--- config.mk ---
export PLATFORM = sky130hd
export DESIGN_NAME = floppy_cmd_param_decode
export DESIGN_NICKNAME = d
export VERILOG_FILES = /design/src/verilog/cmd_param_pkg.sv /design/src/verilog/floppy_cmd_param_decode.sv
export SDC_FILE = /design/constraint.sdc
export NUM_CORES = 1
export LEC_CHECK = 0
export BUFFER_PORTS_ARGS = -buffer_cell sky130_fd_sc_hd__buf_2
export CAP_MARGIN = 20
export CORE_MARGIN = 5
export CORE_UTILIZATION = 40
export CTS_CLUSTER_DIAMETER = 50
export DETAILED_ROUTE_END_ITERATION = 6
export PLACE_DENSITY = 0.58
export SLEW_MARGIN = 10
export SYNTH_ARGS = -nofsm -noshare
export SYNTH_HDL_FRONTEND = slang
export SYNTH_SLANG_ARGS = --single-unit
--- constraint.sdc ---
create_clock -name clock -period 18.4 [get_ports clock]
set_input_delay 1.84 -clock clock [delete_from_list [all_inputs] [get_ports clock]]
set_output_delay 1.84 -clock clock [all_outputs]
set_load 0.02 [all_outputs]
--- src/verilog/cmd_param_pkg.sv ---
// constants for the floppy command parameter decoder: parameter byte slots,
// sector geometry, gap figures, head timing units, crc figures, states.
// assumes one 10 MHz controller clock shared with the command decoder.
//
// Functional notes
// - size code zero: 128 bytes, short length counts
// - read: surplus sector bytes read, not passed
// - write: surplus sector bytes written as zero
// - crc covers every physical sector byte
// - verify override: short length is sector count
// - queue enable low, off after reset
// - implied seek before cylinder commands when enabled
// - last sector number ends multi-sector run
// - perpendicular mode gap 2 from gap parameter
// - spacing length gives gap 3 size
// - head side matched against sector id head
// - wait head load interval before transfer
// - unload head after unload interval elapses
// - sector size 128 shifted by size code
package cmd_param_pkg;
  // parameter byte slots written during the command phase
  localparam logic [3:0] SLOT_HEAD = 4'h0;
  localparam logic [3:0] SLOT_SECTOR = 4'h1;
  localparam logic [3:0] SLOT_SIZE = 4'h2;
  localparam logic [3:0] SLOT_LAST = 4'h3;
  localparam logic [3:0] SLOT_SPACING = 4'h4;
  localparam logic [3:0] SLOT_SHORT = 4'h5;
  localparam logic [3:0] SLOT_CONFIG = 4'h6;
  localparam logic [3:0] SLOT_SPECIFY = 4'h7;
  localparam logic [3:0] SLOT_PERP = 4'h8;
  // bit positions inside the configuration and mode bytes
  localparam int CFG_QUEUE_BIT = 5;
  localparam int CFG_SEEK_BIT = 6;
  localparam int PERP_GAP_BIT = 1;
  localparam int PERP_MODE_BIT = 0;
  localparam int VERIFY_COUNT_BIT = 0;
  // reset values
  localparam logic QUEUE_LOW_RESET = 1'b1;
  localparam logic [7:0] SHORT_RESET = 8'hFF;
  localparam logic [7:0] BYTE_RESET = 8'h00;
  // sector geometry
  localparam logic [14:0] BASE_SECTOR = 15'h0080;
  localparam logic [2:0] MAX_SIZE_CODE = 3'h7;
  // gap 2 lengths in bytes, standard and perpendicular
  localparam logic [7:0] GAP2_STD = 8'h16;
  localparam logic [7:0] GAP2_PERP = 8'h29;
  // head timing units in microseconds and cycles at 10 MHz
  localparam int CLOCK_MHZ = 10;
  localparam int LOAD_UNIT_US = 2000;
  localparam int UNLOAD_UNIT_US = 16000;
  localparam int LOAD_UNIT_CYCLES = LOAD_UNIT_US * CLOCK_MHZ;
  localparam int UNLOAD_UNIT_CYCLES = UNLOAD_UNIT_US * CLOCK_MHZ;
  // crc ccitt
  localparam logic [15:0] CRC_INIT = 16'hFFFF;
  localparam logic [15:0] CRC_POLY = 16'h1021;
  // sequencer states
  typedef enum logic [1:0] {
    ST_IDLE = 2'b00,
    ST_SEEK = 2'b01,
    ST_LOAD = 2'b10,
    ST_XFER = 2'b11
  } seq_state_t;
endpackage : cmd_param_pkg

--- src/verilog/floppy_cmd_param_decode.sv ---
// floppy command parameter decoder: latches command phase parameter bytes and
// sequences the execution phase (seek, head load, byte slots, crc, unload).
// assumes all inputs come from logic on the same clock; one byte slot per strobe.
module floppy_cmd_param_decode #(
  parameter int LOAD_UNIT = cmd_param_pkg::LOAD_UNIT_CYCLES,
  parameter int UNLOAD_UNIT = cmd_param_pkg::UNLOAD_UNIT_CYCLES
) (
  // clock and reset
  input wire logic clock,
  input wire logic rst,
  // command phase parameter bytes
  input wire logic param_we,
  input wire logic [3:0] param_slot,
  input wire logic [7:0] param_data,
  // command kind and execution control
  input wire logic exec_start,
  input wire logic cmd_read,
  input wire logic cmd_write,
  input wire logic cmd_verify,
  input wire logic cmd_has_cylinder,
  input wire logic seek_done,
  // drive side byte slots and sector id
  input wire logic disk_strobe,
  input wire logic [7:0] disk_rd_data,
  input wire logic id_valid,
  input wire logic id_head,
  // host side write data
  input wire logic [7:0] host_wr_data,
  // sequencing outputs
  output logic seek_req,
  output logic head_loaded,
  output logic executing,
  output logic exec_done,
  output logic [7:0] sector_number,
  // data outputs
  output logic host_rd_valid,
  output logic [7:0] host_rd_data,
  output logic [7:0] disk_wr_data,
  output logic [15:0] sector_crc,
  output logic crc_valid,
  // decoded parameters
  output logic id_match,
  output logic queue_enabled,
  output logic [7:0] gap2_len,
  output logic [7:0] gap3_len
);
  // latched parameter bytes
  logic [7:0] head_q, first_q, size_q, last_q, spacing_q, short_q, cfg_q, spec_q, perp_q;
  // command kind captured at execution start
  logic rd_q, wr_q, vf_q;
  // sequencer state and counters
  cmd_param_pkg::seq_state_t state_q;
  logic [14:0] byte_idx_q;
  logic [7:0] sect_cnt_q;
  logic [15:0] crc_q;
  logic [23:0] load_cnt_q;
  logic [27:0] unload_cnt_q;
  logic unload_pend_q;
  // outputs held in flops
  logic seek_req_q, loaded_q, exec_done_q, rd_valid_q, crc_valid_q, match_q;
  logic exec_q; // execution phase flag, mirrors state_q != ST_IDLE from a flop
  logic [7:0] sector_q, rd_data_q, wr_data_q, gap2_q;
  logic [15:0] crc_out_q;

  // one crc-ccitt step over a byte, msb first
  function automatic logic [15:0] crc_step(input logic [15:0] c, input logic [7:0] b);
    logic [15:0] r;
    r = c ^ {b, 8'h00};
    for (int i = 0; i < 8; i++) begin
      r = r[15] ? ((r << 1) ^ cmd_param_pkg::CRC_POLY) : (r << 1);
    end
    return r;
  endfunction : crc_step

  // decoded geometry
  logic [2:0] code;
  logic [14:0] phys_len, host_len;
  logic last_byte, last_sector, in_host_part;
  logic [7:0] slot_byte;
  always_comb begin
    // codes above the largest valid one clamp to it
    code = (size_q > {5'h00, cmd_param_pkg::MAX_SIZE_CODE}) ? cmd_param_pkg::MAX_SIZE_CODE
                                                           : size_q[2:0];
    phys_len = cmd_param_pkg::BASE_SECTOR << code;
    // short length only counts with size code zero; otherwise ignored
    host_len = (code == 3'h0) ? {7'h00, short_q} : phys_len;
    in_host_part = byte_idx_q < host_len;
    last_byte = byte_idx_q == (phys_len - 15'h0001);
    // verify with count override ends on sector count, else on last sector
    if (vf_q && spec_q[cmd_param_pkg::VERIFY_COUNT_BIT]) begin
      last_sector = (sect_cnt_q + 8'h01) >= short_q;
    end else begin
      last_sector = sector_q == last_q;
    end
    // surplus bytes of a write go to disk as zero
    slot_byte = wr_q ? (in_host_part ? host_wr_data : 8'h00) : disk_rd_data;
  end

  // parameter latch, blocked while executing
  always_ff @(posedge clock or posedge rst) begin
    if (rst) begin
      head_q <= cmd_param_pkg::BYTE_RESET;
      first_q <= cmd_param_pkg::BYTE_RESET;
      size_q <= cmd_param_pkg::BYTE_RESET;
      last_q <= cmd_param_pkg::BYTE_RESET;
      spacing_q <= cmd_param_pkg::BYTE_RESET;
      short_q <= cmd_param_pkg::SHORT_RESET;
      cfg_q <= cmd_param_pkg::BYTE_RESET;
      spec_q <= cmd_param_pkg::BYTE_RESET;
      perp_q <= cmd_param_pkg::BYTE_RESET;
    end else if (param_we && state_q == cmd_param_pkg::ST_IDLE) begin
      case (param_slot)
        cmd_param_pkg::SLOT_HEAD: head_q <= param_data;
        cmd_param_pkg::SLOT_SECTOR: first_q <= param_data;
        cmd_param_pkg::SLOT_SIZE: size_q <= param_data;
        cmd_param_pkg::SLOT_LAST: last_q <= param_data;
        cmd_param_pkg::SLOT_SPACING: spacing_q <= param_data;
        cmd_param_pkg::SLOT_SHORT: short_q <= param_data;
        cmd_param_pkg::SLOT_CONFIG: cfg_q <= param_data;
        cmd_param_pkg::SLOT_SPECIFY: spec_q <= param_data;
        cmd_param_pkg::SLOT_PERP: perp_q <= param_data;
        default: ; // unknown slots are ignored
      endcase
    end
  end

  // queue enable bit is active low; the reset default leaves the queue off
  // the flop holds the inverted sense so the output needs no gate after it
  logic queue_on_q;
  always_ff @(posedge clock or posedge rst) begin
    if (rst) begin
      queue_on_q <= ~cmd_param_pkg::QUEUE_LOW_RESET;
    end else if (param_we && state_q == cmd_param_pkg::ST_IDLE &&
                 param_slot == cmd_param_pkg::SLOT_CONFIG) begin
      queue_on_q <= ~param_data[cmd_param_pkg::CFG_QUEUE_BIT];
    end
  end

  // gap lengths and head id comparison
  always_ff @(posedge clock or posedge rst) begin
    if (rst) begin
      gap2_q <= cmd_param_pkg::GAP2_STD;
      match_q <= 1'b0;
    end else begin
      if (perp_q[cmd_param_pkg::PERP_MODE_BIT] && perp_q[cmd_param_pkg::PERP_GAP_BIT]) begin
        gap2_q <= cmd_param_pkg::GAP2_PERP;
      end else begin
        gap2_q <= cmd_param_pkg::GAP2_STD;
      end
      // one-cycle pulse when an id field shows the selected side
      match_q <= id_valid && (id_head == head_q[0]);
    end
  end

  // execution sequencer: seek, head load, byte slots, sector stepping
  always_ff @(posedge clock or posedge rst) begin
    if (rst) begin
      state_q <= cmd_param_pkg::ST_IDLE;
      rd_q <= 1'b0;
      wr_q <= 1'b0;
      vf_q <= 1'b0;
      exec_q <= 1'b0;
      seek_req_q <= 1'b0;
      exec_done_q <= 1'b0;
      load_cnt_q <= 24'h000000;
      byte_idx_q <= 15'h0000;
      sect_cnt_q <= 8'h00;
      sector_q <= 8'h00;
      crc_q <= cmd_param_pkg::CRC_INIT;
      crc_out_q <= 16'h0000;
      crc_valid_q <= 1'b0;
      rd_valid_q <= 1'b0;
      rd_data_q <= 8'h00;
      wr_data_q <= 8'h00;
    end else begin
      seek_req_q <= 1'b0;
      exec_done_q <= 1'b0;
      crc_valid_q <= 1'b0;
      rd_valid_q <= 1'b0;
      case (state_q)
        cmd_param_pkg::ST_IDLE: begin
          if (exec_start) begin
            rd_q <= cmd_read;
            wr_q <= cmd_write;
            vf_q <= cmd_verify;
            exec_q <= 1'b1;
            sector_q <= first_q;
            sect_cnt_q <= 8'h00;
            byte_idx_q <= 15'h0000;
            crc_q <= cmd_param_pkg::CRC_INIT;
            load_cnt_q <= 24'h000000;
            // implied seek only for commands carrying a cylinder
            if (cfg_q[cmd_param_pkg::CFG_SEEK_BIT] && cmd_has_cylinder &&
                (cmd_read || cmd_write || cmd_verify)) begin
              seek_req_q <= 1'b1;
              state_q <= cmd_param_pkg::ST_SEEK;
            end else begin
              state_q <= cmd_param_pkg::ST_LOAD;
            end
          end
        end
        cmd_param_pkg::ST_SEEK: begin
          // wait for the drive side to finish positioning
          if (seek_done) begin
            state_q <= cmd_param_pkg::ST_LOAD;
          end
        end
        cmd_param_pkg::ST_LOAD: begin
          // settle time of head load interval units before any transfer
          if (load_cnt_q >= 24'(LOAD_UNIT) * {17'h00000, spec_q[7:1]}) begin
            state_q <= cmd_param_pkg::ST_XFER;
          end else begin
            load_cnt_q <= load_cnt_q + 24'h000001;
          end
        end
        cmd_param_pkg::ST_XFER: begin
          if (disk_strobe) begin
            wr_data_q <= slot_byte;
            // read bytes past the host part are consumed but not passed on
            rd_valid_q <= rd_q && in_host_part;
            rd_data_q <= disk_rd_data;
            crc_q <= crc_step(crc_q, slot_byte);
            if (last_byte) begin
              byte_idx_q <= 15'h0000;
              crc_out_q <= crc_step(crc_q, slot_byte);
              crc_valid_q <= 1'b1;
              crc_q <= cmd_param_pkg::CRC_INIT;
              sect_cnt_q <= sect_cnt_q + 8'h01;
              if (last_sector) begin
                exec_done_q <= 1'b1;
                exec_q <= 1'b0;
                state_q <= cmd_param_pkg::ST_IDLE;
              end else begin
                sector_q <= sector_q + 8'h01;
              end
            end else begin
              byte_idx_q <= byte_idx_q + 15'h0001;
            end
          end
        end
        default: begin
          state_q <= cmd_param_pkg::ST_IDLE;
          exec_q <= 1'b0;
        end
      endcase
    end
  end

  // head load state and unload timer after execution ends
  always_ff @(posedge clock or posedge rst) begin
    if (rst) begin
      loaded_q <= 1'b0;
      unload_pend_q <= 1'b0;
      unload_cnt_q <= 28'h0000000;
    end else if (state_q != cmd_param_pkg::ST_IDLE) begin
      loaded_q <= (state_q != cmd_param_pkg::ST_SEEK) || loaded_q;
      unload_pend_q <= 1'b0;
      unload_cnt_q <= 28'h0000000;
    end else if (exec_done_q) begin
      unload_pend_q <= 1'b1;
      unload_cnt_q <= 28'h0000000;
    end else if (unload_pend_q) begin
      if (unload_cnt_q >= 28'(UNLOAD_UNIT) * {24'h000000, spec_q[7:4]}) begin
        loaded_q <= 1'b0;
        unload_pend_q <= 1'b0;
      end else begin
        unload_cnt_q <= unload_cnt_q + 28'h0000001;
      end
    end
  end

  // output wiring from flops
  assign seek_req = seek_req_q;
  assign head_loaded = loaded_q;
  assign executing = exec_q;
  assign exec_done = exec_done_q;
  assign sector_number = sector_q;
  assign host_rd_valid = rd_valid_q;
  assign host_rd_data = rd_data_q;
  assign disk_wr_data = wr_data_q;
  assign sector_crc = crc_out_q;
  assign crc_valid = crc_valid_q;
  assign id_match = match_q;
  assign queue_enabled = queue_on_q;
  assign gap2_len = gap2_q;
  assign gap3_len = spacing_q;
endmodule : floppy_cmd_param_decode
Yosys cells after proc, flatten, opt, wreduce, memory -nomap -nowiden
Index checks and enable logic that the tools add are counted.
{"block": "totals", "register_bits": 211, "latchBits": 0, "ram_bits": 0, "romBits": 0, "in_bits": 40, "word_cells": 192, "memories": 0}
{"block": "classes", "n_addsub": 6, "mul": 2, "div_mod_pow": 0, "order_cmp": 5, "n_eq_ne": 25, "shifts": 1, "mux": 71, "bitwise_logic": 10, "n_reduce_logical": 40}
{"cell": "$mux 28", "n": 4}
{"cell": "$mux 13", "n": 8}
{"cell": "$mux 8", "n": 9}
{"cell": "$mux 15", "n": 4}
{"cell": "$mux 16", "n": 3}
{"cell": "$mux 24", "n": 2}
{"cell": "$pmux 24 s2", "n": 1}
{"cell": "$pmux 16 s2", "n": 1}
{"cell": "$pmux 8 s2", "n": 2}
{"cell": "$pmux 15 s2", "n": 1}
{"cell": "$add 28x1->28 const B", "n": 1}
{"cell": "$ge 28x22->1", "n": 1}
{"cell": "$mux 1", "n": 25}
{"cell": "$add 24x1->24 const B", "n": 1}
{"cell": "$ge 24x22->1", "n": 1}
{"cell": "$not 3->3", "n": 8}
{"cell": "$reduce_and 2->1", "n": 12}
{"cell": "$mul 10x7->17 const A", "n": 1}
{"cell": "$add 8x1->8 const B", "n": 2}
{"cell": "$eq 4x3->1 const B", "n": 4}
{"cell": "$ne 2x2->1 const B", "n": 8}
{"cell": "$xor 16x16->16", "n": 1}
{"cell": "$add 15x1->15 const B", "n": 1}
{"cell": "$eq 15x15->1", "n": 1}
{"cell": "32 further kinds", "n": 58}

Logic depth before layout (Yosys ltp)
Gate-level depths: netlist of run 1.
{"block": "depth", "ltp_word": 27, "mapped_depth": 22, "mapped_depth_nobuf": 21}

Worst setup path after synthesis of run 1
Ideal clock, no wire load.
{"block": "synth_timing", "kind": "reg-to-reg", "from": "register spec_q[2]", "to": "register load_cnt_q[11]", "setup_ps": 110, "arrival_ps": 5097, "t_required_ps": 18290, "setup_slack_ps": 13193, "path_stages_with_launch": 23, "period_less_slack_ps": 5207, "path_cell_list": "dfrtp_1 -> inv_1 -> fa_1 -> inv_1 -> fa_1 -> ha_1 -> ha_1 -> a21o_1 -> a21oi_1 -> o21bai_1 -> a21oi_1 -> o21bai_1 -> a21oi_1 -> xnor2_1 -> ha_1 -> a21o_1 -> a21oi_1 -> nand3_1 -> a21oi_1 -> o31ai_1 -> or2_2 -> clkbuf_1 -> o41ai_1"}
{"block": "synth_via", "elab_chain_len": 4}
{"item": "start, declared", "line": "floppy_cmd_param_decode.sv:48", "rtl": "logic [7:0] head_q, first_q, size_q, last_q, spacing_q, short_q, cfg_q, spec_q, perp_q;"}
{"item": "start signal, assigned", "line": "floppy_cmd_param_decode.sv:109", "rtl": "spec_q <= cmd_param_pkg::BYTE_RESET;"}
{"item": "start signal, assigned", "line": "floppy_cmd_param_decode.sv:120", "rtl": "cmd_param_pkg::SLOT_SPECIFY: spec_q <= param_data;"}
{"item": "$mul 10x7->17", "line": "floppy_cmd_param_decode.sv:210", "rtl": "if (load_cnt_q >= 24'(LOAD_UNIT) * {17'h00000, spec_q[7:1]}) begin"}
{"item": "$ge 24x22->1", "line": "floppy_cmd_param_decode.sv:210"}
{"item": "$ne 2x2->1 (no line)"}
{"item": "$reduce_and 3->1 (no line)"}
{"item": "end signal, assigned", "line": "floppy_cmd_param_decode.sv:213", "rtl": "load_cnt_q <= load_cnt_q + 24'h000001;"}
{"item": "end, declared", "line": "floppy_cmd_param_decode.sv:56", "rtl": "logic [23:0] load_cnt_q;"}
No other way between the ends.
A chain may end at the register's enable or synchronous reset.

Final worst setup path of run 1
{"block": "layout_timing", "from": "register spec_q[4]", "to": "register load_cnt_q[15]"}
Same word-level chain as after synthesis.

==> metrics, run 1 <==
vias in the first global route=9668; PostCTS Resize Cnt=0; Post-CTS Hold Fix Bufs=0; Max Clock Skew=0.01410 ns; Post-Synthesis Cells=1292; Sw Ratio=0.2992; met2 Use GR=0.3089; Final Max Slew Viols=0; required time worst endpoint=18.73 ns; sequential area share after synthesis=0.4012; Pint=0.0007620 W; setup_tns=0 ns; Reg2Reg Depth=22; slew of the pin with the lowest slew margin=1.108 ns; ANT nets after route=0; CP max FO=27; FF-to-FF setup slack=12.53 ns; hold endpoint=gap2_len[4]; r2r startpoint=spec_q[4]; Yosys top cell by area=dfrtp_1; # diodes=0; routed len/inst=17.48 um; fin crit period=5.867 ns; Initial Utilization=0.4062; HP Class=reg -> reg; syn avg cell area=9.667 um^2; P_leak=6.614 nW; top-area cell type share of the netlist area=0.3486; die footprint=34860 um^2; dpl cells=1748; grt total ovfl=0; FF-to-FF End=load_cnt_q[15]; drt drc=0; ys flop type=dfrtp_1; Max-cap violations=0; Die X=186.7 um; post-synthesis cell type count=85; Slew headroom=0.2586; Max H-tree Level=4; clk_lat worst skew=0.45 ns; first-pass GRT wire length=51650 um; num ports=104; Logic pwr share=0.159; Vias/cell=5.534; flops & latches, synth=199; Power Density=77.82 nW/um^2; Tot Pwr=0.001087 W; Layout Cells excl Fill=1780; worst hold slack=0.4245 ns; FFs w/ async S/R, synth=1.000; Seq pwr share=0.469; core area=30750 um^2; final hold vios=0; GRT met1 Usage=0.2357; via count=9851; port buffer count=101; CP arrival=6.20 ns; Root Driver=clkbuf_16; CP Launch Type=flop; RSZ-0062 raised after global routing=no; Worst VDD drop=0.06697 mV; commonest non-fill, non-tap cell in the layout=dfrtp_1; Post-DP HPWL=22700 um; P&R area growth vs syn=11.87%; GR Util met3=0.03139; synth top area cells=dfrtp_1, ha_1, mux2_2, dfstp_2, nand2_1; CTS tree=done; Yosys warning total=0; fin nets=1531; power share of the clock group=0.372; setup violators final=0; clk sinks=199; largest net degree at the start of global routing=126; RePlAce Congestion=0.8617; Mapped Area=12490 um^2; HP Start=perp_q[1]; Highest Clock Rate=170.4 MHz; most frequent cells in the layout=dfrtp_1, nand2_1, ha_1, nor2_1, buf_2; number of flops mapped to enable cells by yosys=0; CP Capture Type=flop; post-route clock period utilization=0.3189; share of layout cells above drive strength 1=0.1908; Clock Tree Buf Depth=2; die height=186.7 um; Rows=64; DR iter-0 viols=659; GRT Max-Usage Layer=met2; Setup CP Type=reg -> reg; status=complete, no violations; post-CTS setup buffer count=0; Hold Crit Depth=1; first-pass iteration count of the detailed router=5; Worst-path clk slew=0.08 ns; FILL cells=3015; sw power=0.0003254 W; Total GRT Usage=0.1791; CTS Buf Count=17; initial antenna violation count=1; Post-Route Utilization=0.4544; total routed wirelength=31110 um
==> layout make-up <==
class / count / area [um^2] / share of cell area
Clock buffer: 17 / 425.4 / 0.03045
Clock inverter: 15 / 209.0 / 0.01495
Inverter: 78 / 300.3 / 0.02149
Multi-Input combinational cell: 965 / 6958 / 0.4980
Sequential cell: 199 / 5011 / 0.3586
Tap cell: 396 / 495.5 / 0.03546
Timing Repair Buffer: 110 / 573.1 / 0.04101
==> per-layer routing <==
| metal | up-vias | routed length (um) |
|---|---|---|
| li1 | 4804 | - |
| met1 | 4852 | 14030 |
| met2 | 165 | 15550 |
| met3 | 28 | 1028 |
| met4 | 2 | 485 |
| met5 | - | 11 |
==> cells by family after synthesis <==
group	share of synthesized area
XOR/XNOR	0.04318
adder cells (fa/ha/maj)	0.1262
AO/OA/AOI/OAI	0.1622
other	0.0003003
multiplexers	0.05911
buffers and inverters	0.04238
AND/OR/NAND/NOR	0.1654
flip-flops	0.4012
==> sequential cells by signal, summed over array words and instances, names as in the netlist, 2 cells and up <==
signal / cells
unload_cnt_q: 28
load_cnt_q: 24
crc_q: 16
sector_crc: 16
byte_idx_q: 15
disk_wr_data: 8
first_q: 8
gap3_len: 8
host_rd_data: 8
last_q: 8
sect_cnt_q: 8
sector_number: 8
short_q: 8
size_q: 8
spec_q: 8
gap2_len: 2
perp_q: 2
state_q: 2
==> how the worst max path moves through the flow <==
stage	start	end	slack, ns
floorplan	rst	byte_idx_q[0]	11.18
global placement	spec_q[2]	load_cnt_q[15]	12.67
detailed placement	spec_q[4]	load_cnt_q[11]	12.53
CTS	spec_q[4]	load_cnt_q[19]	12.50
global route	spec_q[4]	load_cnt_q[11]	12.08
finish	spec_q[4]	load_cnt_q[15]	12.53
==> cells in the mapped netlist (25+ instances only) <==
cell type	instances
ha_1	110
nor2_1	102
mux2_2	60
xnor2_1	34
a21oi_1	70
nand2_1	121
dfstp_2	25
dfrtp_1	174
clkbuf_1	35
nand3_1	43
inv_1	76
o21ai_0	86
==> worst max-delay path, cell delays in order (launching register included) <==
cell and delay [ns]:
dfrtp_1 0.47, inv_1 0.15, fa_1 0.53, inv_1 0.07, fa_1 0.48, ha_1 0.31
ha_1 0.34, a21o_1 0.19, a21oi_1 0.21, o21bai_1 0.10, a21oi_1 0.21, o21bai_1 0.09
a21oi_1 0.27, xnor2_1 0.16, ha_1 0.27, a21o_1 0.16, a21oi_1 0.22, nand3_1 0.12
a21oi_1 0.23, o31ai_2 0.09, buf_4 0.23, or2_2 0.47, o41ai_1 0.39
==> per-stage QoR <==
step,instance area [um^2],worst slack (ns)
after floorplan,12490,11.18
after global placement,13340,12.67
after detailed placement,13340,12.53
after CTS,13970,12.50
after global routing,13970,12.08
final,13970,12.53
==> power by group through the flow <==
stage | Combinational, W | Sequential (W) | Clock [W]
after floorplan | 0.000124 | 0.000514 | 0
after global placement | 0.000172 | 0.000517 | 0
after detailed placement | 0.000173 | 0.000519 | 0
after CTS | 0.000175 | 0.000511 | 0.000414
after global routing | 0.000193 | 0.000516 | 0.000432
final | 0.000173 | 0.000510 | 0.000404
(Power assumes the default switching activity.)
==> run 2, diff against run 1 <==
==> constraint.sdc (replaced) <==
create_clock -name clock -period 5.88 [get_ports clock]
set_input_delay 0.588 -clock clock [delete_from_list [all_inputs] [get_ports clock]]
set_output_delay 0.588 -clock clock [all_outputs]
set_load 0.02 [all_outputs]
==> run 2 against run 1 <==
Hold slack got worse by 0.14 ns. Utilization increased by 0.069 points. Non-clock buffer count increased by 7. Largest power group unchanged. Sequential share of layout area decreased by 0.054 points. Setup slack got worse by 12 ns. Power increased to 3.1 times the previous value. Critical path depth decreased by 1. Routed wire length increased by 1.0%.
==> metrics, run 2 (synthesis gave the netlist of run 1 again) <==
status=complete, no violations; Worst VDD drop=0.2849 mV (+330%); fin nets=1538 (+0.46%); placed cell area=13390 um^2 (+0.37%); dpl cells=1755 (+0.40%); num ports=104 (unchanged); Reg2Reg Depth=21 (-4.5%); Worst path depth=21 (-4.5%); Rows=64 (unchanged); fin crit period=5.399 ns (-0.4680 ns); HP Class=in -> async; biggest regs=unload_cnt_q: 28 flops, load_cnt_q: 24 flops; largest net degree at the start of global routing=69 (-45%); CP Launch Type=flop; required time worst endpoint=6.21 ns (-12.52 ns); DR iter-0 viols=618 (-6.2%); Max-cap violations=0 (unchanged); Initial Utilization=0.4062 (unchanged); Max H-tree Level=4 (unchanged); Clock Tree Buf Depth=2 (unchanged); clk_lat worst skew=0.45 ns (about the same); grt total ovfl=0 (unchanged); first-pass GRT wire length=51440 um (-0.41%); critical path's largest stage delay=0.52 ns (about the same); Final Max Slew Viols=0 (unchanged); Max Clock Skew=0.01828 ns (+0.004179 ns); total routed wirelength=31430 um (+1.0%); first-pass iteration count of the detailed router=4 (-1); max FFs per register=28 (unchanged); RSZ-0062 raised after global routing=no; Power Density=239.5 nW/um^2 (+210%); CP max FO=20 (-26%); die footprint=34860 um^2 (unchanged); Root Driver=clkbuf_16; post-route clock period utilization=0.9182 (+0.5994); P&R area growth vs syn=12.04%; Highest Clock Rate=185.2 MHz (+8.7%); Post-CTS Hold Fix Bufs=0 (unchanged); slew of the pin with the lowest slew margin=0.9399 ns (-0.1682 ns); drt drc=0 (unchanged); ANT nets after route=0 (unchanged); vias in the first global route=9724 (+0.58%); Crit path max-delay family=compound AO/OA/AOI/OAI gates; fin area=13990 um^2 (+0.15%); Slew headroom=0.3734 (+0.1148); setup violators final=0 (unchanged); initial antenna violation count=1 (unchanged); RePlAce Congestion=0.8328 (-3.4%); setup_tns=0 ns (unchanged); CP max-delay cell=fa_1; share of layout cells above drive strength 1=0.1955 (+0.004791); port buffer count=101 (unchanged); core area=30750 um^2 (unchanged); CTS Buf Count=17 (unchanged); Post-DP HPWL=23170 um (+2.1%); final hold vios=0 (unchanged); via count=9801 (-0.51%); P_leak=6.620 nW (about the same); Layout Cells excl Fill=1788 (+0.45%); WP buf/inv=2 (-1); routed len/inst=17.58 um (+0.55%); most frequent cells in the layout=dfrtp_1, nand2_1, ha_1, nor2_1, buf_2; Total GRT Usage=0.1792 (about the same); Vias/cell=5.482 (-0.95%); Setup CP Type=reg -> reg; commonest non-fill, non-tap cell in the layout=dfrtp_1; die height=186.7 um (unchanged); CP arrival=5.73 ns (-0.47 ns); Top reg by flops=unload_cnt_q; cells along the critical path=inv_1 > fa_1 > inv_1 > fa_1 > ha_1 > ha_1 > a21o_1 > a21oi_1 > o21bai_1 > a21oi_1 > o21bai_1 > a21oi_1 > xnor2_1 > ha_1 > a21o_1 > a21oi_1 > nand3_1 > a21oi_2 > o31ai_2 > or2_4 > o41ai_1; clk sinks=199 (unchanged); CP dominant cell by count=a21oi_1; Die X=186.7 um (unchanged); FILL cells=2961 (-1.8%); Worst-path clk slew=0.08 ns (about the same); CTS tree=done; CP Capture Type=flop
## run 2: cell types whose count changed in the layout (fill, tap and decap cells not counted)
cell,before,now
a21oi_1,70,69
a21oi_2,0,1
buf_4,9,16
bufinv_16,2,1
clkbuf_8,0,1
clkinv_8,4,2
clkinvlp_4,0,3
diode_2,0,1
inv_6,5,6
inv_8,3,1
or2_2,7,6
or2_4,0,1
## run 2: per-stage QoR
stage / hold slack (ns) / worst slack [ns] / power, W / util
3_3_place_gp: 0.4011 / 0.3439 / 0.002157 / 0.4353
3_5_place_dp: 0.4141 / 0.2701 / 0.002169 / 0.4353
2_1_floorplan: 0.3824 / 0.6731 / 0.001996 / -
5_1_grt: 0.3284 / 0.07370 / 0.003515 / 0.4551
6_report: 0.2812 / 0.4807 / 0.003351 / 0.4551
4_1_cts: 0.2958 / 0.2231 / 0.003388 / 0.4548
## run 2: worst paths after layout
kind,start,to,slack [ns]
worst max-delay path,spec_q[4],load_cnt_q[15],0.48
worst min-delay path,rst,sect_cnt_q[1],0.28
worst max register to register,spec_q[4],load_cnt_q[15],0.48
worst min register to register,perp_q[1],gap2_len[4],0.42
max in group asynchronous,rst,rd_q,4.31
min in group clock,id_valid,id_match,0.35
## run 2: worst register-to-register path, delay by kind of cell, from the launching register on
family	cells	cell delay [ns]
xor gates and xnor gates	1	0.16
adders and majority gates	5	1.90
and+or+nand+nor	2	0.48
AOI/OAI and AO/OA	11	2.06
DFF	1	0.47
buffers and inverters	2	0.21
## run 2: power breakdown
part	switching (W)	internal [W]
combinational	0.000312	0.000232
sequential	0.000102	0.00150
clock	0.000593	0.000616
total	0.00101	0.00234
## run 2: cell type report
type                       instances  area [um^2]  share of cell area
multi-input combinational        965         6964              0.4977
sequential                       199         5011              0.3581
timing repair buffer             117        625.6             0.04471
tap                              396        495.5             0.03541
clock buffer                      18        439.2             0.03138
inverter                          78        296.5             0.02119
clock inverter                    14        158.9             0.01136
antenna                            1        2.502           0.0001788
## run 2: layer usage
layer | global-route usage | up-vias | wire, um
li1 | - | 4812 | -
met1 | 0.2340 | 4800 | 14280
met2 | 0.3137 | 161 | 15680
met3 | 0.02971 | 28 | 1018
met4 | 0.04010 | 0 | 440
met5 | 0 | - | 0
## run 2: what timing repair did
action / 4_1_cts / 5_1_grt
setup endpoints to repair: 0 / 13
setup buffers: 0 / 0
resized for setup: 0 / 2
==> run 3, diff against run 2 <==
--- a/config.mk
+++ b/config.mk
@@ -11,7 +11,6 @@
 export CORE_UTILIZATION = 40
 export CTS_CLUSTER_DIAMETER = 50
 export DETAILED_ROUTE_END_ITERATION = 6
-export PLACE_DENSITY = 0.58
 export SLEW_MARGIN = 10
 export SYNTH_ARGS = -nofsm -noshare
 export SYNTH_HDL_FRONTEND = slang
==> run 3 against run 2 <==
Hold slack gained 0.070 ns. Routed wire length decreased by 1.2%. Non-clock buffer count did not move. First-iteration DRC count is 6.3% higher. Power is 0.81% higher. Design area rose by 0.13%. Sequential share of layout area hardly changed. Setup slack lost 0.0082 ns. Largest power group unchanged. Die area unchanged. Maximum frequency shrank 0.15%. Via count increased by 0.59%. Clock power about the same. Highest routed layer unchanged.
==> metrics, run 3 (synthesis gave the netlist of run 1 again) <==
Total GRT Usage=0.1788 (-0.0003284); Final Max Slew Viols=0 (unchanged); cells along the critical path=inv_1 > fa_1 > inv_1 > fa_1 > ha_1 > ha_1 > a21o_1 > a21oi_1 > o21bai_1 > a21oi_1 > o21bai_1 > a21oi_2 > xnor2_1 > ha_1 > a21o_1 > a21oi_1 > nand3_1 > a21oi_2 > o31ai_2 > or2_4 > o41ai_1; Vias/cell=5.517 (+0.65%); # diodes=0 (-1); clk sinks=199 (unchanged); max FFs per register=28 (unchanged); Post-DP HPWL=22940 um (-1.0%); area occupied by registers=5012 um^2 (about the same); Max-cap violations=0 (unchanged); Initial Utilization=0.4062 (unchanged); routed len/inst=17.38 um (-1.1%); Sw Ratio=0.3137 (+0.01340); Root Driver=clkbuf_16; initial antenna violation count=0 (-1); Max Clock Skew=0.01718 ns (-0.001104 ns); placed cell area=13390 um^2 (unchanged); Clock Tree Buf Depth=2 (unchanged); Worst-path clk slew=0.09 ns (about the same); Power Density=241.1 nW/um^2 (+0.68%); sw power=0.001060 W (+5.3%); post-route setup slack=0.4726 ns (-0.008152 ns); setup_tns=0 ns (unchanged); Post-CTS Hold Fix Bufs=0 (unchanged); required time worst endpoint=6.22 ns (about the same); HP Class=in -> reg; share of layout cells above drive strength 1=0.1970 (+0.001438); CTS tree=done; Slew headroom=0.3308 (-0.04265); area of the multi-input gates=6968 um^2 (about the same); grt total ovfl=0 (unchanged); FILL cells=2958 (-0.10%); Tot Pwr=0.003378 W (+0.81%); P_leak=6.636 nW (+0.25%); Worst VDD drop=0.1944 mV (-32%); vias in the first global route=9728 (+0.041%); Highest Clock Rate=184.9 MHz (-0.15%); num ports=104 (unchanged); Pint=0.002319 W (-1.1%); port buffer count=101 (unchanged); CP Launch Type=flop; RePlAce Congestion=0.8149 (-2.1%); fin crit period=5.407 ns (+0.008152 ns); Die X=186.7 um (unchanged); final hold vios=0 (unchanged); first-pass GRT wire length=51950 um (+0.99%); total routed wirelength=31050 um (-1.2%); DR iter-0 viols=657 (+6.3%); largest net degree at the start of global routing=78 (+13%); RSZ-0062 raised after global routing=no; drt drc=0 (unchanged); via count=9859 (+0.59%); Logic pwr share=0.162 (about the same); core area=30750 um^2 (unchanged); CP max FO=20 (unchanged); power share of the clock group=0.366 (+0.005); dpl ws=0.1868 ns (-0.08329 ns); status=complete, no violations; Rows=64 (unchanged); commonest non-fill, non-tap cell in the layout=dfrtp_1; die height=186.7 um (unchanged); Max H-tree Level=4 (unchanged); ANT nets after route=0 (unchanged); slew of the pin with the lowest slew margin=1.004 ns (+0.06398 ns); CP Capture Type=flop; most frequent cells in the layout=dfrtp_1, nand2_1, ha_1, nor2_1, buf_2; first-pass iteration count of the detailed router=5 (+1); clk_lat worst skew=0.46 ns (about the same); die footprint=34860 um^2 (unchanged); post-route clock period utilization=0.9196 (+0.001386); CTS Buf Count=17 (unchanged); Seq pwr share=0.472 (-0.005); CP max-delay cell=fa_1; fin nets=1538 (unchanged); setup violators final=0 (unchanged); dpl cells=1755 (unchanged); critical path's largest stage delay=0.58 ns (+0.06 ns); P&R area growth vs syn=12.19%; Layout Cells excl Fill=1787 (-0.056%); Setup CP Type=reg -> reg; fin area=14010 um^2 (+0.13%); biggest regs=unload_cnt_q: 28 flops, load_cnt_q: 24 flops; Top reg by flops=unload_cnt_q; CP arrival=5.75 ns (+0.02 ns)
[run 3: cell count changes in the layout (fill, tap and decap cells not counted), sizes merged]
| cell | change |
|---|---|
| clkbuf | -1 |
| bufinv | -1 |
| clkinvlp | -2 |
| inv | +4 |
| diode | -1 |
[run 3: what timing repair did]
item / CTS / global route
endpoints found under the setup margin: 0 / 20
setup buffers: 0 / 0
endpoints found under the hold margin: 0 / 0
resized for setup: 0 / 4
[run 3: stage by stage]
step           hold WS [ns]  utilization
5_1_grt              0.3605       0.4557
3_5_place_dp         0.4294       0.4353
4_1_cts              0.3329       0.4553
2_1_floorplan        0.3824            -
6_report             0.3515       0.4557
3_3_place_gp         0.4248       0.4353
[run 3: power groups by stage]
stage / sequential, W / clock, W / combinational (W)
floorplan: 0.00161 / 0 / 0.000388
global placement: 0.00161 / 0 / 0.000538
detailed placement: 0.00162 / 0 / 0.000547
CTS: 0.00159 / 0.00126 / 0.000552
global route: 0.00161 / 0.00132 / 0.000608
finish: 0.00159 / 0.00124 / 0.000547
[run 3: worst paths after layout]
| path | start | endpoint | slack [ns] | cells after the start |
|---|---|---|---|---|
| worst min register to register | perp_q[0] | gap2_len[4] | 0.45 | 1 |
| max in group asynchronous | rst | spec_q[4] | 4.19 | 4 |
| worst max-delay path | spec_q[2] | load_cnt_q[19] | 0.47 | 21 |
| min in group asynchronous | rst | sect_cnt_q[1] | 0.45 | 3 |
| worst max register to register | spec_q[2] | load_cnt_q[19] | 0.47 | 21 |
| worst min-delay path | id_valid | id_match | 0.35 | 2 |
[run 3: critical path, delay by kind of cell (launching register included)]
family	cells	cell delay, ns
AOI/OAI and AO/OA	11	2.06
adders and majority gates	5	1.96
and+or+nand+nor	2	0.48
DFF	1	0.44
buffers and inverters	2	0.20
xor gates and xnor gates	1	0.14
[run 3: layer usage]
layer / vias to the layer above / part of all wire / global-route usage / routed length (um)
li1: 4813 / - / - / -
met1: 4811 / 0.46 / 0.2408 / 14170
met2: 207 / 0.50 / 0.3095 / 15420
met3: 28 / 0.033 / 0.02280 / 1013
met4: 0 / 0.014 / 0.04039 / 448
met5: - / 0 / 0 / 0
[run 3: layout make-up]
| class | count | area share |
|---|---|---|
| Multi-Input combinational cell | 965 | 0.4973 |
| Sequential cell | 199 | 0.3577 |
| Tap cell | 396 | 0.03536 |
| Clock inverter | 15 | 0.01348 |
| Clock buffer | 17 | 0.03036 |
| Timing Repair Buffer | 117 | 0.04465 |
| Inverter | 78 | 0.02116 |
